**src/design/sacr_pkg.sv**
```systemverilog
package sacr_pkg;

   // register byte addresses on the 8-bit host bus
   localparam logic [11:0] CTRL_ADDR = 12'h060;
   localparam logic [11:0] STAT_ADDR = 12'h064;
   localparam logic [11:0] ROMD_ADDR = 12'h06C;
   localparam logic [11:0] FIFO_ADDR = 12'h070;
   localparam logic [11:0] LAST_ADDR = 12'h074;
   localparam logic [11:0] ROMA_ADDR = 12'h60C;

   // control register field positions (bit 0 is the lsb of the quadlet)
   localparam int RCODE_LSB = 8;
   localparam int CSRDIS_BIT = 3;
   localparam int BKPL_BIT = 2;
   localparam int INIT_BIT = 1;
   localparam int CFGV_BIT = 0;

   // status register field positions
   localparam int MGMT_BIT = 31;
   localparam int STATE_LSB = 29;
   localparam int UNSOL_BIT = 28;

   // rom address/command field positions
   localparam int RADDR_LSB = 2;
   localparam int RRD_BIT = 1;
   localparam int RWR_BIT = 0;

   localparam logic [31:0] QUAD_RESET = 32'h0000_0000;
   localparam logic [1:0] LANE_FIRST = 2'h0;
   localparam logic [1:0] LANE_LAST = 2'h3;

   typedef enum logic [1:0] {
      AGT_RESET,
      AGT_ACTIVE,
      AGT_SUSPENDED,
      AGT_DEAD
   } sacr_agent_t;

   // host bus byte access
   typedef struct packed {
      logic wr;
      logic rd;
      logic [11:0] addr;
      logic [7:0] wdata;
   } sacr_bus_t;

   // link-side command outputs
   typedef struct packed {
      logic resp_send;
      logic [7:0] resp_code;
      logic csr_autoresp_disable;
      logic backplane_mode;
      logic ack_tardy;
      logic rom_autoresp;
      logic rom_rd_req;
      logic rom_wr_req;
      logic [5:0] rom_quadlet_addr;
      logic fifo_push;
      logic fifo_last;
      logic [31:0] fifo_data;
      logic unsol_xmit;
   } sacr_link_t;

   // block state apart from the synchroniser pair
   typedef struct packed {
      logic [7:0] rdata;
      logic [31:0] ctrl;
      logic [31:0] stat;
      logic [31:0] roma;
      logic [31:0] romd;
      logic [31:0] stack;
      logic [1:0] lane;
      logic boot_seen;
      sacr_link_t link;
   } sacr_state_t;

endpackage : sacr_pkg

```
**src/design/sacr_regs.sv**
```systemverilog
`timescale 1ns/1ns
// Operation
// - writing response code sends a response packet with that code
// - csr_autoresp_disable forwards CSR accesses to the general receive FIFO
// - backplane bit selects backplane node-id rules
// - until init_done every request gets ack_tardy
// - serial ROM load completion sets init_done and config_valid
// - config_valid clear routes ROM reads to processor
// - management agent sets mgmt_login_valid itself
// - agent_state reports reset, active, suspended or dead
// - unsol_send transmits status FIFO, clears when FIFO empty
// - rom_quadlet_addr selects target ROM quadlet
// - rom_read_go reads quadlet into buffer, self-clears when done
// - rom_write_go writes buffer to quadlet, self-clears when done
// - 32-bit parameter data buffer holds ROM quadlet
// - non-final status quadlets go through first-and-continue port
// - quadlet port bytes accessed in order from lowest address
// - lowest byte address is most significant byte
// - all bits clear to zero at reset
// - final status quadlet goes through last-quadlet port
// - scsi_status_send transmits status after FIFO loaded; no such bit here, a last-quadlet port write pushes with fifo_last
module sacr_regs (
   // clock and reset
   input wire logic ref_clk_i,
   input wire logic reset_i,
   // host bus
   input wire sacr_pkg::sacr_bus_t bus_i,
   output logic [7:0] rdata_o,
   // pins from outside the clock domain
   input wire logic rom_load_done_i,
   // agent and link events on the same clock
   input wire logic mgmt_login_set_i,
   input wire logic agent_state_wr_i,
   input wire sacr_pkg::sacr_agent_t agent_state_i,
   input wire logic rom_op_done_i,
   input wire logic [31:0] rom_rdata_i,
   input wire logic status_fifo_empty_i,
   // link commands
   output sacr_pkg::sacr_link_t link_o
);


   // width of one byte lane and of the rom quadlet address field
   localparam int BYTE_W = 8;
   localparam int RADDR_W = 6;
   // byte lane of the response code inside the control quadlet
   localparam logic [1:0] RCODE_LANE = 2'(sacr_pkg::LANE_LAST - sacr_pkg::RCODE_LSB / BYTE_W);

   // registered state and the synchroniser pair
   sacr_pkg::sacr_state_t s_q;
   sacr_pkg::sacr_state_t s_d;
   logic [1:0] boot_sync_q;

   // bit offset of a byte lane; lane 0 lands on the most significant byte
   function automatic int lane_pos(input logic [1:0] lane);
      return BYTE_W * (int'(sacr_pkg::LANE_LAST) - int'(lane));
   endfunction : lane_pos

   // replace one byte lane of a quadlet
   function automatic logic [31:0] put_byte(input logic [31:0] q, input logic [1:0] lane,
                                            input logic [7:0] b);
      logic [31:0] r;
      r = q;
      r[lane_pos(lane) +: BYTE_W] = b;
      return r;
   endfunction : put_byte

   // pick one byte lane of a quadlet
   function automatic logic [7:0] get_byte(input logic [31:0] q, input logic [1:0] lane);
      return q[lane_pos(lane) +: BYTE_W];
   endfunction : get_byte

   // quadlet base of a byte address
   function automatic logic [11:0] quad_base(input logic [11:0] addr);
      return {addr[11:2], 2'b00};
   endfunction : quad_base

   // reserved control bits read zero except bits 23:16, which are held; the response code is a one-shot
   // command, so its field is never held and always reads zero
   function automatic logic [31:0] ctrl_clean(input logic [31:0] q);
      logic [31:0] r;
      r = q;
      r[31:24] = 8'h00;
      r[sacr_pkg::RCODE_LSB +: BYTE_W] = 8'h00;
      r[sacr_pkg::RCODE_LSB - 1 -: 4] = 4'h0;
      return r;
   endfunction : ctrl_clean

   // only the login flag, agent state and unsolicited flag are held
   function automatic logic [31:0] stat_clean(input logic [31:0] q);
      logic [31:0] r;
      r = q;
      r[sacr_pkg::UNSOL_BIT - 1:0] = '0;
      return r;
   endfunction : stat_clean

   // only the quadlet address and the two go bits are held
   function automatic logic [31:0] roma_clean(input logic [31:0] q);
      logic [31:0] r;
      r = q;
      r[31:sacr_pkg::RADDR_LSB + RADDR_W] = '0;
      return r;
   endfunction : roma_clean

   // register read mux; unmapped bytes and reserved bytes other than control byte 0x061 read zero
   function automatic logic [7:0] read_byte(input sacr_pkg::sacr_state_t s,
                                            input logic [11:0] qa, input logic [1:0] lane);
      logic [7:0] r;
      r = 8'h00;
      unique case (qa)
         sacr_pkg::CTRL_ADDR: begin
            r = get_byte(s.ctrl, lane);
         end
         sacr_pkg::STAT_ADDR: begin
            r = get_byte(s.stat, lane);
         end
         sacr_pkg::ROMA_ADDR: begin
            r = get_byte(s.roma, lane);
         end
         sacr_pkg::ROMD_ADDR: begin
            r = get_byte(s.romd, lane);
         end
         // the first/continue port reads back the stacked quadlet
         sacr_pkg::FIFO_ADDR: begin
            r = get_byte(s.stack, lane);
         end
         // the last-quadlet port is write only and reads zero
         default: begin
            r = 8'h00;
         end
      endcase
      return r;
   endfunction : read_byte

   // processor byte write into the registers and the stacking buffer
   function automatic sacr_pkg::sacr_state_t reg_write(input sacr_pkg::sacr_state_t s,
                                                       input logic [11:0] qa,
                                                       input logic [1:0] lane,
                                                       input logic [7:0] b);
      sacr_pkg::sacr_state_t r;
      r = s;
      unique case (qa)
         // control quadlet, response code lane included
         sacr_pkg::CTRL_ADDR: begin
            r.ctrl = put_byte(s.ctrl, lane, b);
         end
         // status quadlet
         sacr_pkg::STAT_ADDR: begin
            r.stat = put_byte(s.stat, lane, b);
         end
         // rom quadlet address and go bits
         sacr_pkg::ROMA_ADDR: begin
            r.roma = put_byte(s.roma, lane, b);
         end
         sacr_pkg::ROMD_ADDR: begin
            r.romd = put_byte(s.romd, lane, b);
         end
         // lowest address msb
         // lanes written out of order leave a mixed quadlet behind
         sacr_pkg::FIFO_ADDR, sacr_pkg::LAST_ADDR: begin
            r.stack = put_byte(s.stack, lane, b);
         end
         // unmapped writes are dropped
         default: begin
            r = s;
         end
      endcase
      return r;
   endfunction : reg_write

   // hardware status events; they land after any processor write
   function automatic logic [31:0] stat_events(input logic [31:0] q, input logic login_set,
                                               input logic state_wr,
                                               input sacr_pkg::sacr_agent_t state);
      logic [31:0] r;
      r = q;
      if (login_set) begin
         r[sacr_pkg::MGMT_BIT] = 1'b1;
      end
      if (state_wr) begin
         r[sacr_pkg::STATE_LSB +: 2] = state;
      end
      return r;
   endfunction : stat_events

   // serial loader finished: the part comes up initialised and valid
   function automatic logic [31:0] boot_init(input logic [31:0] q);
      logic [31:0] r;
      r = q;
      r[sacr_pkg::INIT_BIT] = 1'b1;
      r[sacr_pkg::CFGV_BIT] = 1'b1;
      return r;
   endfunction : boot_init

   // a finished rom operation drops both go bits
   function automatic logic [31:0] go_clear(input logic [31:0] q);
      logic [31:0] r;
      r = q;
      r[sacr_pkg::RRD_BIT] = 1'b0;
      r[sacr_pkg::RWR_BIT] = 1'b0;
      return r;
   endfunction : go_clear

   // unsolicited send drops once the status FIFO has drained
   function automatic logic [31:0] unsol_clear(input logic [31:0] q, input logic sending,
                                               input logic drained);
      logic [31:0] r;
      r = q;
      if (sending && drained) begin
         r[sacr_pkg::UNSOL_BIT] = 1'b0;
      end
      return r;
   endfunction : unsol_clear

   // link levels follow the next register contents
   function automatic sacr_pkg::sacr_link_t link_levels(input sacr_pkg::sacr_link_t l,
                                                        input sacr_pkg::sacr_state_t s);
      sacr_pkg::sacr_link_t r;
      r = l;
      r.csr_autoresp_disable = s.ctrl[sacr_pkg::CSRDIS_BIT];
      r.backplane_mode = s.ctrl[sacr_pkg::BKPL_BIT];
      r.ack_tardy = !s.ctrl[sacr_pkg::INIT_BIT];
      r.rom_autoresp = s.ctrl[sacr_pkg::CFGV_BIT];
      r.rom_quadlet_addr = s.roma[sacr_pkg::RADDR_LSB +: RADDR_W];
      r.rom_rd_req = s.roma[sacr_pkg::RRD_BIT];
      r.rom_wr_req = s.roma[sacr_pkg::RWR_BIT];
      r.unsol_xmit = s.stat[sacr_pkg::UNSOL_BIT];
      return r;
   endfunction : link_levels

   // two-stage synchroniser for the serial rom loader pin; the first flop
   // may go metastable, so nothing but the second flop reads it
   always_ff @(posedge ref_clk_i) begin
      if (reset_i) begin
         boot_sync_q <= 2'h0;
      end else begin
         boot_sync_q <= {boot_sync_q[0], rom_load_done_i};
      end
   end

   // next-state logic
   always_comb begin
      logic [1:0] ln;
      logic [11:0] qa;
      logic at_last;
      ln = bus_i.addr[1:0];
      qa = quad_base(bus_i.addr);
      at_last = (qa == sacr_pkg::LAST_ADDR);
      s_d = s_q;

      // one-cycle strobes drop unless raised again below
      s_d.link.resp_send = 1'b0;
      s_d.link.fifo_push = 1'b0;
      s_d.link.fifo_last = 1'b0;

      // a read byte stands for one cycle after its strobe
      s_d.rdata = 8'h00;
      if (bus_i.rd) begin
         s_d.rdata = read_byte(s_q, qa, ln);
      end

      // byte writes; the hardware events further down win over them
      if (bus_i.wr) begin
         s_d = reg_write(s_d, qa, ln, bus_i.wdata);
         if (qa == sacr_pkg::CTRL_ADDR && ln == RCODE_LANE) begin
            s_d.link.resp_send = 1'b1;
            s_d.link.resp_code = bus_i.wdata;
         end
         if ((qa == sacr_pkg::FIFO_ADDR || at_last) && ln == sacr_pkg::LANE_LAST) begin
            s_d.link.fifo_push = 1'b1;
            s_d.link.fifo_last = at_last;
            s_d.link.fifo_data = s_d.stack;
         end
      end

      // serial load completes init; taken once per reset so that a
      // later processor clear of either bit sticks
      if (boot_sync_q[1] && !s_q.boot_seen) begin
         s_d.boot_seen = 1'b1;
         s_d.ctrl = boot_init(s_d.ctrl);
      end

      // login and agent state events
      s_d.stat = stat_events(s_d.stat, mgmt_login_set_i, agent_state_wr_i, agent_state_i);

      if (rom_op_done_i) begin
         if (s_q.roma[sacr_pkg::RRD_BIT]) begin
            s_d.romd = rom_rdata_i;
         end
         s_d.roma = go_clear(s_d.roma);
      end

      // drained FIFO ends an unsolicited send
      s_d.stat = unsol_clear(s_d.stat, s_q.link.unsol_xmit, status_fifo_empty_i);

      s_d.ctrl = ctrl_clean(s_d.ctrl);
      s_d.stat = stat_clean(s_d.stat);
      s_d.roma = roma_clean(s_d.roma);

      // level outputs follow the next register contents
      s_d.link = link_levels(s_d.link, s_d);
   end

   // state register
   always_ff @(posedge ref_clk_i) begin
      // clear at reset; ack_tardy is the inverse of a cleared init_done
      if (reset_i) begin
         s_q <= '0;
         s_q.link.ack_tardy <= 1'b1;
      end else begin
         s_q <= s_d;
      end
   end

   // outputs straight from the state flops
   assign rdata_o = s_q.rdata;
   assign link_o = s_q.link;

endmodule : sacr_regs

```
**config.mk**
```make
export PLATFORM = sky130hd
export DESIGN_NAME = sacr_regs
export DESIGN_NICKNAME = d
export VERILOG_FILES = /design/src/design/sacr_pkg.sv /design/src/design/sacr_regs.sv
export SDC_FILE = /design/constraint.sdc
export NUM_CORES = 1
export LEC_CHECK = 0
export BUFFER_PORTS_ARGS = -buffer_cell sky130_fd_sc_hd__clkbuf_2
export CORE_MARGIN = 2
export CORE_UTILIZATION = 53
export CTS_BUF_LIST = sky130_fd_sc_hd__clkbuf_8
export DETAILED_ROUTE_END_ITERATION = 10
export GPL_TIMING_DRIVEN = 1
export PLACE_DENSITY_LB_ADDON = 0.3
export SETUP_SLACK_MARGIN = 0.2
export SYNTH_ARGS = -nofsm -noshare
export SYNTH_HDL_FRONTEND = slang
export SYNTH_SLANG_ARGS = --single-unit
export TNS_END_PERCENT = 20
```
**constraint.sdc**
```tcl
create_clock -name ref_clk_i -period 2.2 [get_ports ref_clk_i]
set_clock_uncertainty 0.05 [all_clocks]
set_input_delay 0.11 -clock ref_clk_i [delete_from_list [all_inputs] [get_ports ref_clk_i]]
set_output_delay 0.11 -clock ref_clk_i [all_outputs]
set_load 0.01 [all_outputs]
```
Yosys cells after proc, flatten, opt, wreduce, memory -nomap -nowiden
Cells that the tools add are included.
{ "op_classes": {"addsub": 2, "eq_ne": 8, "shifts": 7, "mux": 22, "bitwise": 2, "n_reduce_logical": 18} }
{ "ops": {"columns": ["cell", "n"], "rows": [
  ["211-bit two-way mux", 1],
  ["32-bit bitwise mux", 5],
  ["32-bit two-way mux", 5],
  ["32-bit by 6-bit variable part select with 8-bit output", 5],
  ["34-bit two-way mux", 2],
  ["10-bit by 5-bit equality test with 1-bit output, second input constant", 5],
  ["8-bit one-hot mux with 5 select lines", 1],
  ["6-bit negation with 33-bit output", 1],
  ["8-bit by 33-bit variable shift with 32-bit output, first input constant", 1],
  ["8-bit by 33-bit variable part select with 32-bit output", 1],
  ["24-bit two-way mux", 1],
  ["10-bit by 9-bit equality test with 1-bit output, second input constant", 1],
  ["9-bit two-way mux", 1],
  ["8-bit two-way mux", 1],
  ["2-bit AND reduction", 4],
  ["2-bit nonzero test", 4],
  ["2-bit equality test, second input constant", 2],
  ["1-bit logical AND", 4],
  ["2-bit two-way mux", 2],
  ["2-bit OR reduction", 2],
  ["1-bit two-way mux", 3],
  ["3-bit OR reduction", 1],
  ["2-bit by 2-bit subtractor with 3-bit output, first input constant", 1],
  ["1-bit zero test", 2],
  ["2 further kinds", 3]
]} }
{ "totals": {"reg_bits": 206, "output_inout_bits": 64, "elab_cells": 83} }

Depth between registers and ports, before layout
{ "depth": {"word_depth": 9, "mapped_depth": 9} }

Least setup slack after synthesis
OpenSTA, ideal clock, no wires.
{ "synth_timing": {"path_type": "input to register", "start": "input bus_i[9] in the netlist's numbering", "end": "register s_q[112] in the netlist's numbering", "setup_ns": 0.086, "arrival_ns": 2.086, "required_ns": 2.064, "setup_slack_ns": -0.022, "stages": 9, "n_path_buf": 3, "cell_sequence": "clkbuf_1 -> inv_1 -> ha_1 -> nor4b_2 -> and3_1 -> clkbuf_1 -> buf_2 -> a32oi_1 -> a211oi_1"} }
{ "synth_between": {"elab_chain_len": 8, "word_cells_on_any_way": 9, "cone_classes": "2 x add/sub; 2 x shift; 5 x mux"} }
{ "synth_lines": {"columns": ["item", "line", "rtl"], "rows": [
  ["from (decl)", "sacr_regs.sv:27", "input wire sacr_pkg::sacr_bus_t bus_i,"],
  ["2-bit by 2-bit subtractor with 3-bit output (*)", "sacr_regs.sv:56", "return BYTE_W * (int'(sacr_pkg::LANE_LAST) - int'(lane));"],
  ["6-bit negation with 33-bit output (*)", "sacr_regs.sv:64", "r[lane_pos(lane) +: BYTE_W] = b;"],
  ["8-bit by 33-bit variable part select with 32-bit output or 8-bit by 33-bit variable shift with 32-bit output (tied branches)", "sacr_regs.sv:64", null],
  ["32-bit bitwise mux (*)", "sacr_regs.sv:64", null],
  ["32-bit two-way mux (*)", "sacr_regs.sv:142", "unique case (qa)"],
  ["211-bit two-way mux (*)", "sacr_regs.sv:263", "if (bus_i.wr) begin"],
  ["32-bit two-way mux", "sacr_regs.sv:287", "if (s_q.roma[sacr_pkg::RRD_BIT]) begin"],
  ["34-bit two-way mux (*)", "sacr_regs.sv:286", "if (rom_op_done_i) begin"],
  ["to (decl)", "sacr_regs.sv:50", "sacr_pkg::sacr_state_t s_q;"]
]} }
Mark *: on every way between the ends. The rest lies on a longest branch, timed or not. The select of a mux whose other input is x is not followed.
A chain may end at the register's enable or synchronous reset.

Worst setup path after layout
{ "layout_timing": {"start": "input bus_i[18] in the netlist's numbering", "end": "register s_q[184] in the netlist's numbering"} }
{ "layout_between": {"elab_chain_len": 3} }
{ "layout_lines": {"columns": ["item", "line"], "rows": [
  ["10-bit by 5-bit equality test with 1-bit output", "sacr_regs.sv:142"],
  ["2-bit nonzero test (no source line)", null],
  ["2-bit AND reduction (no source line)", null]
]} }
Every way passes these cells.

==> reports/summary.md <==
Together, buffers and inverters on the worst path number 4. Endpoint of the worst hold-timing path: s_q[77]. The routed design has 24100 um of wire. The global-route total usage across every layer was 33.0%. The tools report the synthesis warning total as 0. Row generation in the floorplan step produced 42 rows.

The startpoint identified for the worst register-to-register timing path is s_q[120]. At the end of routability-driven placement, the weighted congestion stood at 1.00. In the post-synthesis netlist, the cell with the most instances is sky130_fd_sc_hd__dfxtp_1. The initial antenna violation count was 0. After synthesis, the largest family of logic cells by area is simple AND/OR/NAND/NOR gates. The period utilization works out to 87.2%. Clock tree synthesis found a total of 143 sinks. The synthesized netlist devotes 23.1% of its cell area to simple gates. The area inside the core boundary is 0.0133 mm2.

Detailed placement ended at an HPWL of 16500 um. The count of nets left with antenna violations once routing finished came out at 0. Total via count in the routed design: 7226.

The most prevalent standard cell on the critical path is sky130_fd_sc_hd__buf_4. In this run the biggest area consumer among cell types represents 39.3% of the synthesized area. The final-layout fill cell count is 1141.

Measured against its own limit, the worst slew margin works out to 58.2%. Counting every instance in the synthesized netlist gives 868. Proportion of register bits with asynchronous set or reset after synthesis: 0%.

The startpoint type of the worst setup path was an input pin. The mapped netlist covers 0.00728 mm2. The fraction of final layout cells sized beyond drive strength 1 works out to 25.1%. Vertical die dimension: 121 um.

A synthesized cell averages 8.39 um2. The launch instance of the worst min-delay path is bus_i[2]. For this design the top-level I/O count stands at 127.

The fmax is 521 MHz. Across the VDD grid, the largest voltage drop is 0.000376 V. The most common flop cell mapped by yosys is sky130_fd_sc_hd__dfxtp_1.

The number of slew-limit violations in the final report is 0, and the final critical path time including I/O delays and setup is 1920 ps. The logs give 3.45 nW for the leakage dissipation and 7 for the number of iterations in the first detailed-routing pass. The tools report the destination of the worst register-to-register timing path as rdata_o[5]. The slew at the pin with the worst max-slew slack was 627 ps. In this design, the largest share of critical-path delay is due to buffers and inverters. The area added between synthesis and finish is 20.6%. The footprint of the flip-flops and latches was 0.00286 mm2; the share of the synthesized area in compound gates (AO/OA/AOI/OAI) was 21.0%.

The area share of xor/xnor cells in the synthesized design works out to 0%. Class of the tightest hold or removal check: in -> reg. For the worst flop-to-flop path, the logic depth is 4. Yosys mapped the design onto 67 distinct sky130hd cell types.

Yosys mapped a number of flops with a built-in enable equal to 0. The type of the worst setup path is in -> reg. Once the floorplan was initialized, standard cells occupied 54.6% of the core. The logs give 1092 for the total instance count after detailed placement and 2290 ps for the arrival time of the worst setup path. The tools report the number of nets in the finished design as 1049.

The worst setup path startpoint was bus_i[18]. The adder-cell share of the synthesized area works out to 0.859%. The data required time at the worst endpoint is 2570 ps.

Counting instances, the worst hold path has a depth of 3. Multiplexer cells account for 3.78% of the synthesized area. STA classifies the critical path endpoint as a flop.

For flop-to-flop paths, the worst setup slack is 590 ps. CTS built an H-tree with a depth of 4. The repair_antennas step left the layout with diodes totalling 0. The tightest hold path in the finished design has a slack of 27.9 ps. The logs give 135 for the pin count of the biggest net entering global routing and 5.52 mW for the total chip power. Clock-pin slew was measured on the worst setup and hold paths at 90 ps. Walking the worst path, the cells encountered are clkbuf_2 > buf_4 > nor4b_2 > buf_4 > nand3_1 > or3_4 > mux2i_1 > a211oi_1 > dlygate4sd3_1. The die outline width is 121 um. The die covers 0.0147 mm2. The first global-routing pass estimated 36600 um of wire. TritonCTS built the clock tree.

The slowest stage of the critical path belongs to the cell sky130_fd_sc_hd__dlygate4sd3_1. The run finished with clean final reports. Setup violations remaining at the end of the flow were counted as 0.

The via density per instance is 6.18, and the worst stage delay on the critical path is 570 ps. In this run, the number of DRC markers left after iteration 0 of detailed routing was 795. After synthesis, the cell types taking the most area are sky130_fd_sc_hd__dfxtp_1 39%, sky130_fd_sc_hd__buf_4 7.2%, sky130_fd_sc_hd__nand2_1 5.1%. Setup repair after global routing left no endpoint under its margin. The tools report the maximum count of clock buffers along a single path as 2. The number of flip-flops and latches in the synthesized netlist works out to 143.

sky130_fd_sc_hd__dfxtp_1 takes more of the synthesized area than any other cell. By count the netlist is led by 143 x sky130_fd_sc_hd__dfxtp_1, 98 x sky130_fd_sc_hd__nand2_1, 94 x sky130_fd_sc_hd__nor2_1. Power spread over the standard cell area amounts to 629 mW/mm2.

The logs give 0 for the DRC violation count after routing and 6642 for the number of global-route vias before repair. The post-detailed-route wirelength per cell is 20.6 um, and the utilization after layout is 65.8%. Input and output buffers added on the ports amount to 126. For the number of standard cells in the layout, taps in and fillers out, the log shows 1170.

The number of clock buffers added by TritonCTS is 17. Counting every net in the synthesized netlist gives 936. Total overflow reported by the global router: 0.

The tools report the portion of the post-synthesis area used by sequential elements as 39.3%. For the final hold violation count, the log shows 0. The multi-input combinational cells in the finished layout cover a total of 0.00359 mm2. Clock root buffer: sky130_fd_sc_hd__clkbuf_8. Max-cap violations in this run came to 0. Of all nets on the critical path, the largest fanout is 4. The clock latency reported for the late side of the worst-skew pair came out at 470 ps.
-- area by class of cell --
type | count | area share [%]
sequential | 143 | 32.6
tap | 176 | 2.51
timing repair buffer | 234 | 18.3
inverter | 11 | 0.470
multi-input combinational | 574 | 40.9
clock buffer | 17 | 2.66
clock inverter | 15 | 2.63
-- per-stage QoR --
step	instance area (um2)	TNS [ps]	setup slack, ps
5_1_grt	8780	0	195
3_3_place_gp	7840	-619	-44.1
3_5_place_dp	7840	-1460	-90.2
2_1_floorplan	7300	0	179
6_report	8780	0	281
4_1_cts	8750	0	231
-- flip-flops by register name, summed over array words and instances, names as in the netlist --
register / cells
boot_sync_q: 2
link_o: 51
rdata_o: 8
s_q: 82
-- worst register-to-register path, stage by stage, from the launching register on --
cell and delay [ps]:
sky130_fd_sc_hd__dfxtp_1 320, sky130_fd_sc_hd__mux2_2 270, sky130_fd_sc_hd__a221oi_1 560, sky130_fd_sc_hd__a31o_1 210, sky130_fd_sc_hd__o32ai_1 90
-- worst max path at each step --
stage / to / cells after the start
finish: s_q[184] / 9
global route: s_q[184] / 9
CTS: s_q[184] / 9
detailed placement: link_o[51] / 8
global placement: link_o[50] / 8
floorplan: s_q[184] / 8
-- layer usage --
| layer | track usage, % | wire [um] | part of all wire (%) |
|---|---|---|---|
| met5 | 4.04 | 72 | 0.30 |
| met4 | 14.7 | 879 | 3.6 |
| met3 | 9.45 | 2460 | 10 |
| met2 | 49.0 | 10600 | 44 |
| met1 | 44.2 | 10000 | 42 |
-- placed cells by master, fill, tap and decap left out, types with 6 or more instances in the layout --
cell	n
sky130_fd_sc_hd__nor3_1	12
sky130_fd_sc_hd__nand2_1	97
sky130_fd_sc_hd__a21oi_1	47
sky130_fd_sc_hd__inv_1	11
sky130_fd_sc_hd__nor2_1	93
sky130_fd_sc_hd__buf_4	61
sky130_fd_sc_hd__a31oi_1	6
sky130_fd_sc_hd__nand2b_1	7
sky130_fd_sc_hd__dfxtp_1	143
sky130_fd_sc_hd__a32oi_1	21
sky130_fd_sc_hd__and3_1	9
sky130_fd_sc_hd__nand4_1	9
sky130_fd_sc_hd__mux2i_1	23
sky130_fd_sc_hd__a211oi_1	20
sky130_fd_sc_hd__nand3_1	57
sky130_fd_sc_hd__dlygate4sd3_1	44
sky130_fd_sc_hd__a221oi_1	19
sky130_fd_sc_hd__a311oi_1	29
sky130_fd_sc_hd__a22oi_1	9
sky130_fd_sc_hd__nor2b_1	6
sky130_fd_sc_hd__and2_1	15
sky130_fd_sc_hd__clkbuf_2	124
sky130_fd_sc_hd__clkbuf_8	17
-- kinds of logic (layout without fill, tap and decap cells) --
logic type / count (synthesis) / after routing
AOI/OAI and AO/OA: 201 / 201
adders and majority gates: 5 / 5
buffers and inverters: 151 / 277
DFF: 143 / 143
muxes: 27 / 27
and+or+nand+nor: 341 / 341
-- what timing repair did --
action | CTS | global route
endpoints found under the setup margin | 0 | 1
setup buffers | 0 | 2
resized for setup | 0 | 6
hold buffers | 44 | 0
hold endpoints to repair | 42 | 0
-- report_power, final --
part           total, mW  switching [mW]  internal (mW)
sequential          2.60         0.00500           2.60
clock               2.48            1.11           1.37
combinational      0.448           0.265          0.184
total               5.52            1.38           4.15
No activity file was read; power rests on OpenSTA's default activity.
